**src/hdl/adc_seq_pkg.sv**
```systemverilog
// constants and types shared by the converter sequencer
// What this block does
// software clears comparator enable to enter stop state before using this mode
// start bit written 1 in stop state begins converting the selected channel
// each finished conversion stores the result and raises conversion-end irq
// sequential mode restarts the same channel at once after each conversion
// start bit rewritten 1 mid-conversion aborts, discards partial data, restarts
// any channel select write mid-conversion aborts and converts the new channel
// hardware triggers are ignored while converting in this mode
// start bit cleared mid-conversion aborts and returns to stop state
// restart after abort waits stabilization time from next conversion clock edge
// result registers keep last completed value when a conversion aborts
package adc_seq_pkg;
    localparam logic [3:0] ctrl_addr       = 4'h0;
    localparam logic [3:0] chan_addr       = 4'h1;
    localparam logic [3:0] result_addr     = 4'h2;
    localparam logic [3:0] status_addr     = 4'h3;
    localparam logic [3:0] irq_clear_addr  = 4'h4;
    localparam logic [3:0] irq_enable_addr = 4'h5;
    localparam int         ctrl_start_pos  = 0;
    localparam int         ctrl_enable_pos = 1;
    localparam int         irq_end_pos     = 0;
    localparam int         irq_abort_pos   = 1;
    localparam logic [15:0] ctrl_reset     = 16'h0000;
    localparam logic [15:0] result_reset   = 16'h0000;
    localparam int         conv_cycles_default = 16;
    localparam int         stab_cycles_default = 8;
    localparam int         fad_div_default     = 2;

    typedef enum logic [3:0] {
        st_stop    = 4'b0001,
        st_stab    = 4'b0010,
        st_conv    = 4'b0100,
        st_rearm   = 4'b1000
    } seq_state_type;
endpackage

```
**src/hdl/adc_sw_trigger_wait_seq_ctrl.sv**
```systemverilog
// sequencer of the converter in software-trigger wait, select, sequential mode
`timescale 1ns/10ps
`default_nettype none
module adc_sw_trigger_wait_seq_ctrl
    import adc_seq_pkg::*;
#(
    parameter int chan_width  = 3,
    parameter int data_width  = 12,
    parameter int conv_cycles = conv_cycles_default,
    parameter int stab_cycles = stab_cycles_default,
    parameter int fad_div     = fad_div_default
) (
    input  wire logic                  mclk,
    input  wire logic                  resetn,
    input  wire logic                  ce,
    input  wire logic [3:0]            addr,
    input  wire logic [15:0]           wdata,
    input  wire logic                  wr,
    input  wire logic                  rd,
    output logic [15:0]                rdata,
    input  wire logic                  hw_trigger,
    input  wire logic [data_width-1:0] sample_data,
    output logic [chan_width-1:0]      sample_channel,
    output logic                       sampling,
    output logic                       conversion_end_irq,
    output logic                       irq
);
    localparam int cw = 8;

    // registers
    logic                   conversion_start_bit_reg, conversion_start_bit_next;
    logic                   comparator_enable_bit_reg, comparator_enable_bit_next;
    logic [chan_width-1:0]  channel_select_register_reg, channel_select_register_next;
    logic [data_width-1:0]  result_register_full_reg, result_register_full_next;
    logic [1:0]             status_reg, status_next;
    logic [1:0]             enable_reg, enable_next;
    logic [15:0]            rdata_reg, rdata_next;
    logic                   end_pulse_reg, end_pulse_next;
    seq_state_type          state_reg, state_next;
    logic [7:0]             div_reg, div_next;
    logic                   trig_meta_reg, trig_sync_reg;

    logic       fad_tick;
    logic       core_clear;
    logic       core_done;
    logic [cw-1:0] core_target;
    logic       ctrl_wr, chan_wr, abort_restart, ev_end, ev_abort;

    function automatic logic [cw-1:0] to_cnt(input int n);
        to_cnt = cw'(n);
    endfunction

    assign ctrl_wr = wr && (addr == ctrl_addr);
    assign chan_wr = wr && (addr == chan_addr);
    assign fad_tick = (div_reg == 8'(fad_div - 1));

    // hardware trigger is synchronised but only observed, never acted on here
    always_ff @(posedge mclk or negedge resetn) begin
        if (!resetn) begin
            trig_meta_reg <= 1'b0;
            trig_sync_reg <= 1'b0;
        end else if (ce) begin
            trig_meta_reg <= hw_trigger;
            trig_sync_reg <= trig_meta_reg;
        end
    end

    adc_conv_core #(
        .cnt_width (cw)
    ) u_core (
        .mclk      (mclk),
        .resetn    (resetn),
        .ce        (ce),
        .fad_tick  (fad_tick),
        .clear     (core_clear),
        .target    (core_target),
        .done      (core_done)
    );

    // restart on start rewrite or any channel write while busy
    assign abort_restart = (state_reg != st_stop) && comparator_enable_bit_reg &&
                           ((ctrl_wr && wdata[ctrl_start_pos]) || chan_wr);

    always_comb begin
        state_next  = state_reg;
        core_clear  = 1'b0;
        core_target = to_cnt(conv_cycles);
        ev_end      = 1'b0;
        ev_abort    = 1'b0;
        unique case (state_reg)
            st_stop: begin
                core_clear = 1'b1;
                // starting needs the comparator enabled; software parks it at 0 first
                if (conversion_start_bit_next && comparator_enable_bit_reg) begin
                    state_next = st_stab;
                end
            end
            st_rearm: begin
                core_clear = 1'b1;
                // wait for next conversion clock edge before the stabilization wait
                if (fad_tick) begin
                    state_next = st_stab;
                end
            end
            st_stab: begin
                core_target = to_cnt(stab_cycles);
                if (core_done) begin
                    core_clear = 1'b1;
                    state_next = st_conv;
                end
            end
            st_conv: begin
                if (core_done) begin
                    core_clear = 1'b1;
                    ev_end     = 1'b1;
                    state_next = st_conv;
                end
            end
        endcase
        // hw_trigger never enters this decision
        if (state_reg != st_stop) begin
            if (!conversion_start_bit_next || !comparator_enable_bit_next) begin
                state_next = st_stop;
                core_clear = 1'b1;
                ev_abort   = 1'b1;
                ev_end     = 1'b0;
            end else if (abort_restart) begin
                state_next = st_rearm;
                core_clear = 1'b1;
                ev_abort   = 1'b1;
                ev_end     = 1'b0;
            end
        end
    end

    always_comb begin
        conversion_start_bit_next    = conversion_start_bit_reg;
        comparator_enable_bit_next   = comparator_enable_bit_reg;
        channel_select_register_next = channel_select_register_reg;
        result_register_full_next    = result_register_full_reg;
        div_next                     = fad_tick ? 8'h00 : div_reg + 8'h01;
        end_pulse_next               = 1'b0;
        if (ctrl_wr) begin
            conversion_start_bit_next  = wdata[ctrl_start_pos];
            comparator_enable_bit_next = wdata[ctrl_enable_pos];
        end
        if (chan_wr) begin
            channel_select_register_next = wdata[chan_width-1:0];
        end
        if (ev_end) begin
            result_register_full_next = sample_data;
            end_pulse_next            = 1'b1;
        end
    end

    // sticky status: a set in the same cycle as a clear wins
    always_comb begin
        status_next = status_reg;
        enable_next = enable_reg;
        if (wr && addr == irq_clear_addr) begin
            status_next = status_reg & ~wdata[1:0];
        end
        if (wr && addr == irq_enable_addr) begin
            enable_next = wdata[1:0];
        end
        if (ev_end) begin
            status_next[irq_end_pos] = 1'b1;
        end
        if (ev_abort) begin
            status_next[irq_abort_pos] = 1'b1;
        end
    end

    always_comb begin
        rdata_next = 16'h0000;
        if (rd) begin
            unique case (addr)
                ctrl_addr:       rdata_next = {14'h0000, comparator_enable_bit_reg, conversion_start_bit_reg};
                chan_addr:       rdata_next = 16'(channel_select_register_reg);
                result_addr:     rdata_next = 16'(result_register_full_reg);
                status_addr:     rdata_next = {10'h000, state_reg, status_reg};
                irq_enable_addr: rdata_next = {14'h0000, enable_reg};
                default:         rdata_next = 16'h0000;
            endcase
        end
    end

    always_ff @(posedge mclk or negedge resetn) begin
        if (!resetn) begin
            conversion_start_bit_reg    <= ctrl_reset[ctrl_start_pos];
            comparator_enable_bit_reg   <= ctrl_reset[ctrl_enable_pos];
            channel_select_register_reg <= '0;
            result_register_full_reg    <= '0;
            status_reg                  <= 2'h0;
            enable_reg                  <= 2'h0;
            rdata_reg                   <= 16'h0000;
            end_pulse_reg               <= 1'b0;
            state_reg                   <= st_stop;
            div_reg                     <= 8'h00;
        end else if (ce) begin
            conversion_start_bit_reg    <= conversion_start_bit_next;
            comparator_enable_bit_reg   <= comparator_enable_bit_next;
            channel_select_register_reg <= channel_select_register_next;
            result_register_full_reg    <= result_register_full_next;
            status_reg                  <= status_next;
            enable_reg                  <= enable_next;
            rdata_reg                   <= rdata_next;
            end_pulse_reg               <= end_pulse_next;
            state_reg                   <= state_next;
            div_reg                     <= div_next;
        end
    end

    assign rdata              = rdata_reg;
    assign sample_channel     = channel_select_register_reg;
    assign sampling           = (state_reg == st_conv);
    assign conversion_end_irq = end_pulse_reg;
    assign irq                = |(status_reg & enable_reg);

    // checks
    result_hold_a: assert property (@(posedge mclk) disable iff (!resetn)
        (ce && !ev_end) |=> $stable(result_register_full_reg))
        else $error("result changed without completion");
    end_irq_a: assert property (@(posedge mclk) disable iff (!resetn)
        (ce && ev_end) |=> conversion_end_irq && status_reg[irq_end_pos])
        else $error("end irq missing");
    restart_rearm_a: assert property (@(posedge mclk) disable iff (!resetn)
        (ce && state_reg != st_stop && conversion_start_bit_next && comparator_enable_bit_next
         && ctrl_wr && wdata[ctrl_start_pos]) |=> state_reg == st_rearm)
        else $error("start rewrite did not restart");
    chan_restart_a: assert property (@(posedge mclk) disable iff (!resetn)
        (ce && state_reg != st_stop && conversion_start_bit_reg && comparator_enable_bit_reg
         && chan_wr && !ctrl_wr) |=> state_reg == st_rearm)
        else $error("channel write did not restart");
    stop_clear_a: assert property (@(posedge mclk) disable iff (!resetn)
        (ce && state_reg != st_stop && ctrl_wr && !wdata[ctrl_start_pos]) |=> state_reg == st_stop)
        else $error("start clear did not stop");
    stab_before_conv_a: assert property (@(posedge mclk) disable iff (!resetn)
        (state_reg == st_conv && $past(state_reg) != st_conv) |-> $past(state_reg) == st_stab)
        else $error("conversion without stabilization");
    seq_continue_a: assert property (@(posedge mclk) disable iff (!resetn)
        (ce && ev_end) |=> state_reg == st_conv)
        else $error("sequential conversion stopped");
    stop_start_a: assert property (@(posedge mclk) disable iff (!resetn)
        (ce && state_reg == st_stop && ctrl_wr && wdata[ctrl_start_pos] && wdata[ctrl_enable_pos]
         && comparator_enable_bit_reg) |=> state_reg == st_stab)
        else $error("start from stop ignored");
    trig_ignored_a: assert property (@(posedge mclk) disable iff (!resetn)
        (ce && state_reg == st_stop && !wr && trig_sync_reg) |=> state_reg == st_stop)
        else $error("hardware trigger acted");

    conv_done_c: cover property (@(posedge mclk) disable iff (!resetn) ev_end);
    restart_c:   cover property (@(posedge mclk) disable iff (!resetn) state_reg == st_rearm);
    stop_c:      cover property (@(posedge mclk) disable iff (!resetn) ev_abort && state_next == st_stop);
endmodule
`default_nettype wire

```
**src/hdl/adc_conv_core.sv**
```systemverilog
// conversion timer core: counts conversion clock ticks for one sample
`timescale 1ns/10ps
`default_nettype none
module adc_conv_core
    import adc_seq_pkg::*;
#(
    parameter int cnt_width = 8
) (
    input  wire logic                 mclk,
    input  wire logic                 resetn,
    input  wire logic                 ce,
    input  wire logic                 fad_tick,
    input  wire logic                 clear,
    input  wire logic [cnt_width-1:0] target,
    output logic                      done
);
    logic [cnt_width-1:0] count_reg;
    logic [cnt_width-1:0] count_next;

    always_comb begin
        count_next = count_reg;
        if (clear) begin
            count_next = '0;
        end else if (fad_tick && !done) begin
            count_next = count_reg + cnt_width'(1);
        end
    end

    assign done = (count_reg == target);

    always_ff @(posedge mclk or negedge resetn) begin
        if (!resetn) begin
            count_reg <= '0;
        end else if (ce) begin
            count_reg <= count_next;
        end
    end
endmodule
`default_nettype wire

```
**config.mk**
```make
export PLATFORM = sky130hd
export DESIGN_NAME = adc_sw_trigger_wait_seq_ctrl
export DESIGN_NICKNAME = d
export VERILOG_FILES = /design/src/hdl/adc_seq_pkg.sv /design/src/hdl/adc_sw_trigger_wait_seq_ctrl.sv /design/src/hdl/adc_conv_core.sv
export SDC_FILE = /design/constraint.sdc
export NUM_CORES = 1
export LEC_CHECK = 0
export BUFFER_PORTS_ARGS = -buffer_cell sky130_fd_sc_hd__clkbuf_2
export CORE_MARGIN = 2
export CORE_UTILIZATION = 45
export CTS_CLUSTER_DIAMETER = 30
export DETAILED_ROUTE_END_ITERATION = 10
export PLACE_DENSITY = 0.68
export SETUP_SLACK_MARGIN = 0.4
export SYNTH_ARGS = -nofsm -noshare
export SYNTH_HDL_FRONTEND = slang
export SYNTH_SLANG_ARGS = --single-unit
```
**constraint.sdc**
```tcl
create_clock -name mclk -period 2.92 [get_ports mclk]
set_input_delay 0.584 -clock mclk [delete_from_list [all_inputs] [get_ports mclk]]
set_output_delay 0.584 -clock mclk [all_outputs]
set_load 0.05 [all_outputs]
```
---- Word-level counts from Yosys, hierarchy flattened ----
Cells that the tools add are included.
cells by class
  $add $sub $neg .......................... 2
  eq/ne operators ......................... 12
  muxes and demuxes ....................... 31
  bitwise gates (word level) .............. 3
  reduce and logical (&&, ||, !) cells .... 27
operators by type and width
  operator                                                count
  one-hot mux 12 bit (5 select lines)                     1
  2-to-1 mux 4 bit                                        6
  2-to-1 mux 8 bit                                        3
  adder 8 x 1 -> 8 bit (second input constant)            2
  2-to-1 mux 1 bit                                        16
  == test 4 x 2 -> 1 bit (second input constant)          3
  == test 4 x 3 -> 1 bit (second input constant)          3
  2-to-1 mux 12 bit                                       1
  one-hot mux 4 bit (3 select lines)                      1
  AND reduction 2 bit                                     6
  logical AND 1 bit                                       9
  == test 4 x 1 -> 1 bit (second input constant)          2
  == test 8 x 1 -> 1 bit (second input constant)          1
  == test 8 x 5 -> 1 bit                                  1
  nonzero test 2 bit                                      3
  OR reduction 2 bit                                      3
  2-to-1 mux 5 bit                                        1
  AND 2 bit                                               2
  == test 4 bit (second input constant)                   1
  logical NOT 4 bit                                       1
  inequality test 4 x 1 -> 1 bit (second input constant)  1
  logical NOT 1 bit                                       3
  logical OR 1 bit                                        2
  2-to-1 mux 2 bit                                        1
  2 further kinds                                         2
storage, ports and cells
  bits in registers ....................... 58
  bits of input ports ..................... 38
  output and inout bits ................... 22

---- Longest topological paths before layout ----
  depth in word-level cells ............... 10
  depth in mapped cells ................... 8
  mapped depth without buffers ............ 7

---- Modules after synthesis ----
Synthesis repeated with hierarchy kept, for this count alone.
unflattened totals
  cell total of the unflattened synthesis .. 294
  area, all modules ....................... 3106.7 um2
by module, submodules not included
  module                        instances  cells an instance  area each (um2)
  adc_sw_trigger_wait_seq_ctrl  1          211                2411.1
  adc_conv_core                 1          83                 695.7

---- Worst setup path before layout ----
OpenSTA, ideal clock, no wires.
  kind .................................... input to register
  from .................................... input port addr[1]
  to ...................................... register result_register_full_reg[10]
  setup time .............................. 0.127 ns
  arrival time ............................ 2.222 ns
  data required time ...................... 2.793 ns
  slack ................................... 0.571 ns
  stages .................................. 6
  cell sequence ........................... nor4b_2 > mux2i_1 > nor2_2 > nor4_4 > buf_6 > mux2_1
on the way
  cells in the longest elaborated chain, start to end .. 9
RTL lines
  element                          line                                 text
  start: declaration               adc_sw_trigger_wait_seq_ctrl.sv:16   input wire logic [3:0] addr,
  logical NOT 4 bit                adc_sw_trigger_wait_seq_ctrl.sv:53   assign ctrl_wr = wr && (addr == ctrl_addr);
  logical AND 1 bit                adc_sw_trigger_wait_seq_ctrl.sv:53
  logical AND 1 bit                adc_sw_trigger_wait_seq_ctrl.sv:82   ((ctrl_wr && wdata[ctrl_start_pos]) || chan_wr);
  logical OR 1 bit                 adc_sw_trigger_wait_seq_ctrl.sv:82
  logical AND 1 bit                adc_sw_trigger_wait_seq_ctrl.sv:81   assign abort_restart = (state_reg != st_stop) && comparator_enable_bit_reg &&
  2-to-1 mux 1 bit                 adc_sw_trigger_wait_seq_ctrl.sv:127  end else if (abort_restart) begin
  2-to-1 mux 1 bit *               adc_sw_trigger_wait_seq_ctrl.sv:122  if (!conversion_start_bit_next || !comparator_enable_bit_next) begin
  2-to-1 mux 1 bit *               adc_sw_trigger_wait_seq_ctrl.sv:121  if (state_reg != st_stop) begin
  AND reduction 2 bit (no line) *  --
  end signal: assignment           adc_sw_trigger_wait_seq_ctrl.sv:204  result_register_full_reg <= result_register_full_next;
  end: declaration                 adc_sw_trigger_wait_seq_ctrl.sv:34   logic [data_width-1:0] result_register_full_reg, result_register_full_next;
Mark *: on every way between the ends. The rest lies on a longest branch, timed or not.
A chain may end at the register's enable or synchronous reset.

---- Final worst setup path ----
  from .................................... register state_reg[3]
  to ...................................... register u_core.count_reg[3]
on the way
  cells in the longest elaborated chain, start to end .. 10
RTL lines
  element                             line                                                                      text
  start: declaration                  adc_sw_trigger_wait_seq_ctrl.sv:39                                        seq_state_type state_reg, state_next;
  start signal: assignment            adc_sw_trigger_wait_seq_ctrl.sv:198                                       state_reg <= st_stop;
  start signal: assignment            adc_sw_trigger_wait_seq_ctrl.sv:209                                       state_reg <= state_next;
  == test 4 x 2 -> 1 bit              adc_sw_trigger_wait_seq_ctrl.sv:90                                        unique case (state_reg)
  2-to-1 mux 5 bit                    adc_sw_trigger_wait_seq_ctrl.sv:90
  == test 8 x 5 -> 1 bit              adc_conv_core.sv:29                                                       assign done = (count_reg == target);
  2-to-1 mux 1 bit                    adc_sw_trigger_wait_seq_ctrl.sv:107, adc_sw_trigger_wait_seq_ctrl.sv:113
  one-hot mux 1 bit (2 select lines)  adc_sw_trigger_wait_seq_ctrl.sv:90
  2-to-1 mux 1 bit                    adc_sw_trigger_wait_seq_ctrl.sv:127
  2-to-1 mux 1 bit                    adc_sw_trigger_wait_seq_ctrl.sv:122
  2-to-1 mux 1 bit                    adc_sw_trigger_wait_seq_ctrl.sv:121
  nonzero test 2 bit (no line)        --
  AND reduction 2 bit (no line)       --
  end signal: assignment              adc_conv_core.sv:35                                                       count_reg <= count_next;
  end: declaration                    adc_conv_core.sv:17                                                       logic [cnt_width-1:0] count_reg;
Several ways; a longest one is shown, not always the timed one.

==> impl_metrics.env <==
export IMPL_hold_buffers=0
export IMPL_synth_edf_count=0
export IMPL_nFillCells=563
export IMPL_synth_seq_area_share=0.472
export IMPL_wl_per_cell_um=15.9
export IMPL_nets=355
export IMPL_die_x_um=83.8
export IMPL_die_area_um2=7020
export IMPL_core_area_um2=6240
export IMPL_status="finished clean"
export IMPL_p_sw_frac=0.334
export IMPL_fin_setup_tns_ns=0
export IMPL_grt_max_degree=31
export IMPL_drive_above_1_share=0.274
export IMPL_final_setup_skew_ns=0.00509
export IMPL_relSlewSlack=0.530
export IMPL_layout_min_cycle_time_ns=2.30
export IMPL_pwr_density_cell_nw_per_um2=551
export IMPL_hp_class="primary input to asynchronous set/reset pin"
export IMPL_drt_wl_total_um=6230
export IMPL_syn_area_um2=2860
export IMPL_vias_per_cell=5.78
export IMPL_clock_fmax_mhz=436
export IMPL_clkSinkCount=54
export IMPL_slew_violations=0
export IMPL_period_share=0.786
export IMPL_max_cap_violations=0
export IMPL_syn_avg_cell_area_um2=10.7
export IMPL_worst_slew_pin_slew_ns=0.695
export IMPL_grt_first_pass_wirelength_um=10300
export IMPL_cp_arrival_ns=2.50
export IMPL_placedCellCount=383
export IMPL_gp_congestion=0.819
export IMPL_final_cells=391
export IMPL_p_seq_frac=0.522
export IMPL_ff_latch_area_um2=1350
export IMPL_drc=0
export IMPL_synth_flop_cell="dfrtp_1"
export IMPL_p_sw_mw=0.602
export IMPL_power_internal_mw=1.20
export IMPL_ys_seq_elements=54
export IMPL_antenna_found_initial=0
export IMPL_ios=60
export IMPL_cts_tree="done"
export IMPL_cts_buffers_inserted=5
export IMPL_dr_pass1_iters=4
export IMPL_ctsResizeCount=0
export IMPL_ir_drop_v=0.000289
export IMPL_die_h_um=83.8
export IMPL_route_met3_wl_um=287
export IMPL_worst_r2r_cell_count=5
export IMPL_synthArstFlopShare=1.00
export IMPL_worstSkewPairLatency_ns=0.31
export IMPL_m1WireLength_um=2920
export IMPL_drtAntennaViolNets=0
export IMPL_p_comb_frac=0.227
export IMPL_maxUsedRoutingLayer="met4"
export IMPL_critPathLaunchType="flop"
export IMPL_clockBufferDepth=2
export IMPL_mostFrequentLayoutCell="dfrtp_1"
export IMPL_p_leak_nw=1.50
export IMPL_initial_core_util=0.459
export IMPL_layout_common_cells="53 x dfrtp_1, 41 x clkbuf_2, 18 x nor2_1"
export IMPL_vias=2261
export IMPL_timing_hold_violations_final=0
export IMPL_overflow=0
export IMPL_grt_setup_unrepaired="no"
export IMPL_grt_use_total=0.180
export IMPL_met2_length_um=2920
export IMPL_hpwl_um=4460
export IMPL_end_kind="flop"
export IMPL_port_buffer_count=41
export IMPL_yosysWarnings=0
export IMPL_clk_pin_slew_ns=0.10
export IMPL_cts_setup_buffers=0
export IMPL_htreeDepth=2
export IMPL_critPathRequiredTime_ns=3.13
export IMPL_drtIter0Drc=134
export IMPL_critical_path_class="flop to flop"
export IMPL_finalSetupViolations=0
export IMPL_cp_max_fo=12
export IMPL_syn_inst=267
export IMPL_ys_types=57
export IMPL_multi_input_area_um2=1410
export IMPL_antenna_cells=0
export IMPL_whs_ns=0.234
export IMPL_root_buffer="clkbuf_8"
export IMPL_grt_pass1_vias=2110
export IMPL_rows=29
export IMPL_p_clk_frac=0.251
export IMPL_area_growth_pct=14.3
[layer usage]
metal | vias to the layer above | GRT usage
met3 | 10 | 0.0376
met5 | - | 0
met4 | 0 | 0.0572
met1 | 1107 | 0.255
met2 | 66 | 0.279
li1 | 1078 | -
[per-stage QoR]
step                       util  instance area [um2]  setup WS [ns]  total power [mW]
after global placement    0.509                 3180          0.364              1.35
after global routing      0.525                 3270          0.402              1.89
after floorplan               -                 2880          0.571              1.24
final                     0.525                 3270          0.625              1.80
after detailed placement  0.509                 3180          0.400              1.36
after CTS                 0.525                 3270          0.631              1.82
[kinds of logic after synthesis]
kind of cell / Yosys count / synth area share
other: 1 / 0.00131
AOI/OAI and AO/OA: 61 / 0.158
adders and majority gates: 4 / 0.0175
DFF: 54 / 0.472
buffers and inverters: 24 / 0.0398
muxes: 30 / 0.115
and+or+nand+nor: 87 / 0.178
xor gates and xnor gates: 6 / 0.0183
[worst max-delay path, stage by stage (launching register included)]
cell and delay, ns:
dfrtp_1 0.53, nor4b_2 0.41, mux2_2 0.40, o211ai_1 0.51, o21ai_0 0.19, o2bb2ai_1 0.15
[final timing paths]
check | start | endpoint | slack, ns
setup / recovery | state_reg[3] | u_core.count_reg[3] | 0.62
hold / removal | resetn | div_reg[5] | 0.23
setup reg to reg | state_reg[3] | u_core.count_reg[3] | 0.62
hold reg to reg | div_reg[7] | div_reg[7] | 0.49
max in group asynchronous | resetn | comparator_enable_bit_reg | 2.04
min in group mclk | sample_data[5] | result_register_full_reg[5] | 0.48
[synth_stat cells, types with 4 or more instances]
cell type	number	area, um2
a21oi_1	8	40.0
a22o_1	9	78.8
and3_1	4	25.0
buf_4	4	30.0
clkbuf_1	10	37.5
dfrtp_1	53	1330
ha_1	4	50.1
inv_1	7	26.3
mux2_1	8	90.1
mux2_2	15	169
mux2i_1	7	70.1
nand2_1	13	48.8
nand2b_1	8	50.1
nand3_1	12	60.1
nand4_1	6	37.5
nor2_1	18	67.6
nor3_1	5	25.0
o21ai_0	9	45.0
o2bb2ai_1	8	70.1
xnor2_1	6	52.6
[final cells by class]
type	instances	area share
multi-input cells	192	0.430
flip-flops and latches	54	0.413
repair buffers	52	0.0879
well taps	77	0.0294
clock buffers	6	0.0252
inverters	8	0.00917
clock inverters	2	0.00497
[power groups by stage]
| stage | logic (mW) | registers, mW | clock network, mW |
|---|---|---|---|
| 3_5_place_dp | 0.411 | 0.951 | 0 |
| 4_1_cts | 0.412 | 0.938 | 0.467 |
| 5_1_grt | 0.450 | 0.954 | 0.490 |
| 2_1_floorplan | 0.289 | 0.947 | 0 |
| 3_3_place_gp | 0.403 | 0.950 | 0 |
| 6_report | 0.409 | 0.942 | 0.454 |
Note: power is estimated with default switching activity, not from simulation.
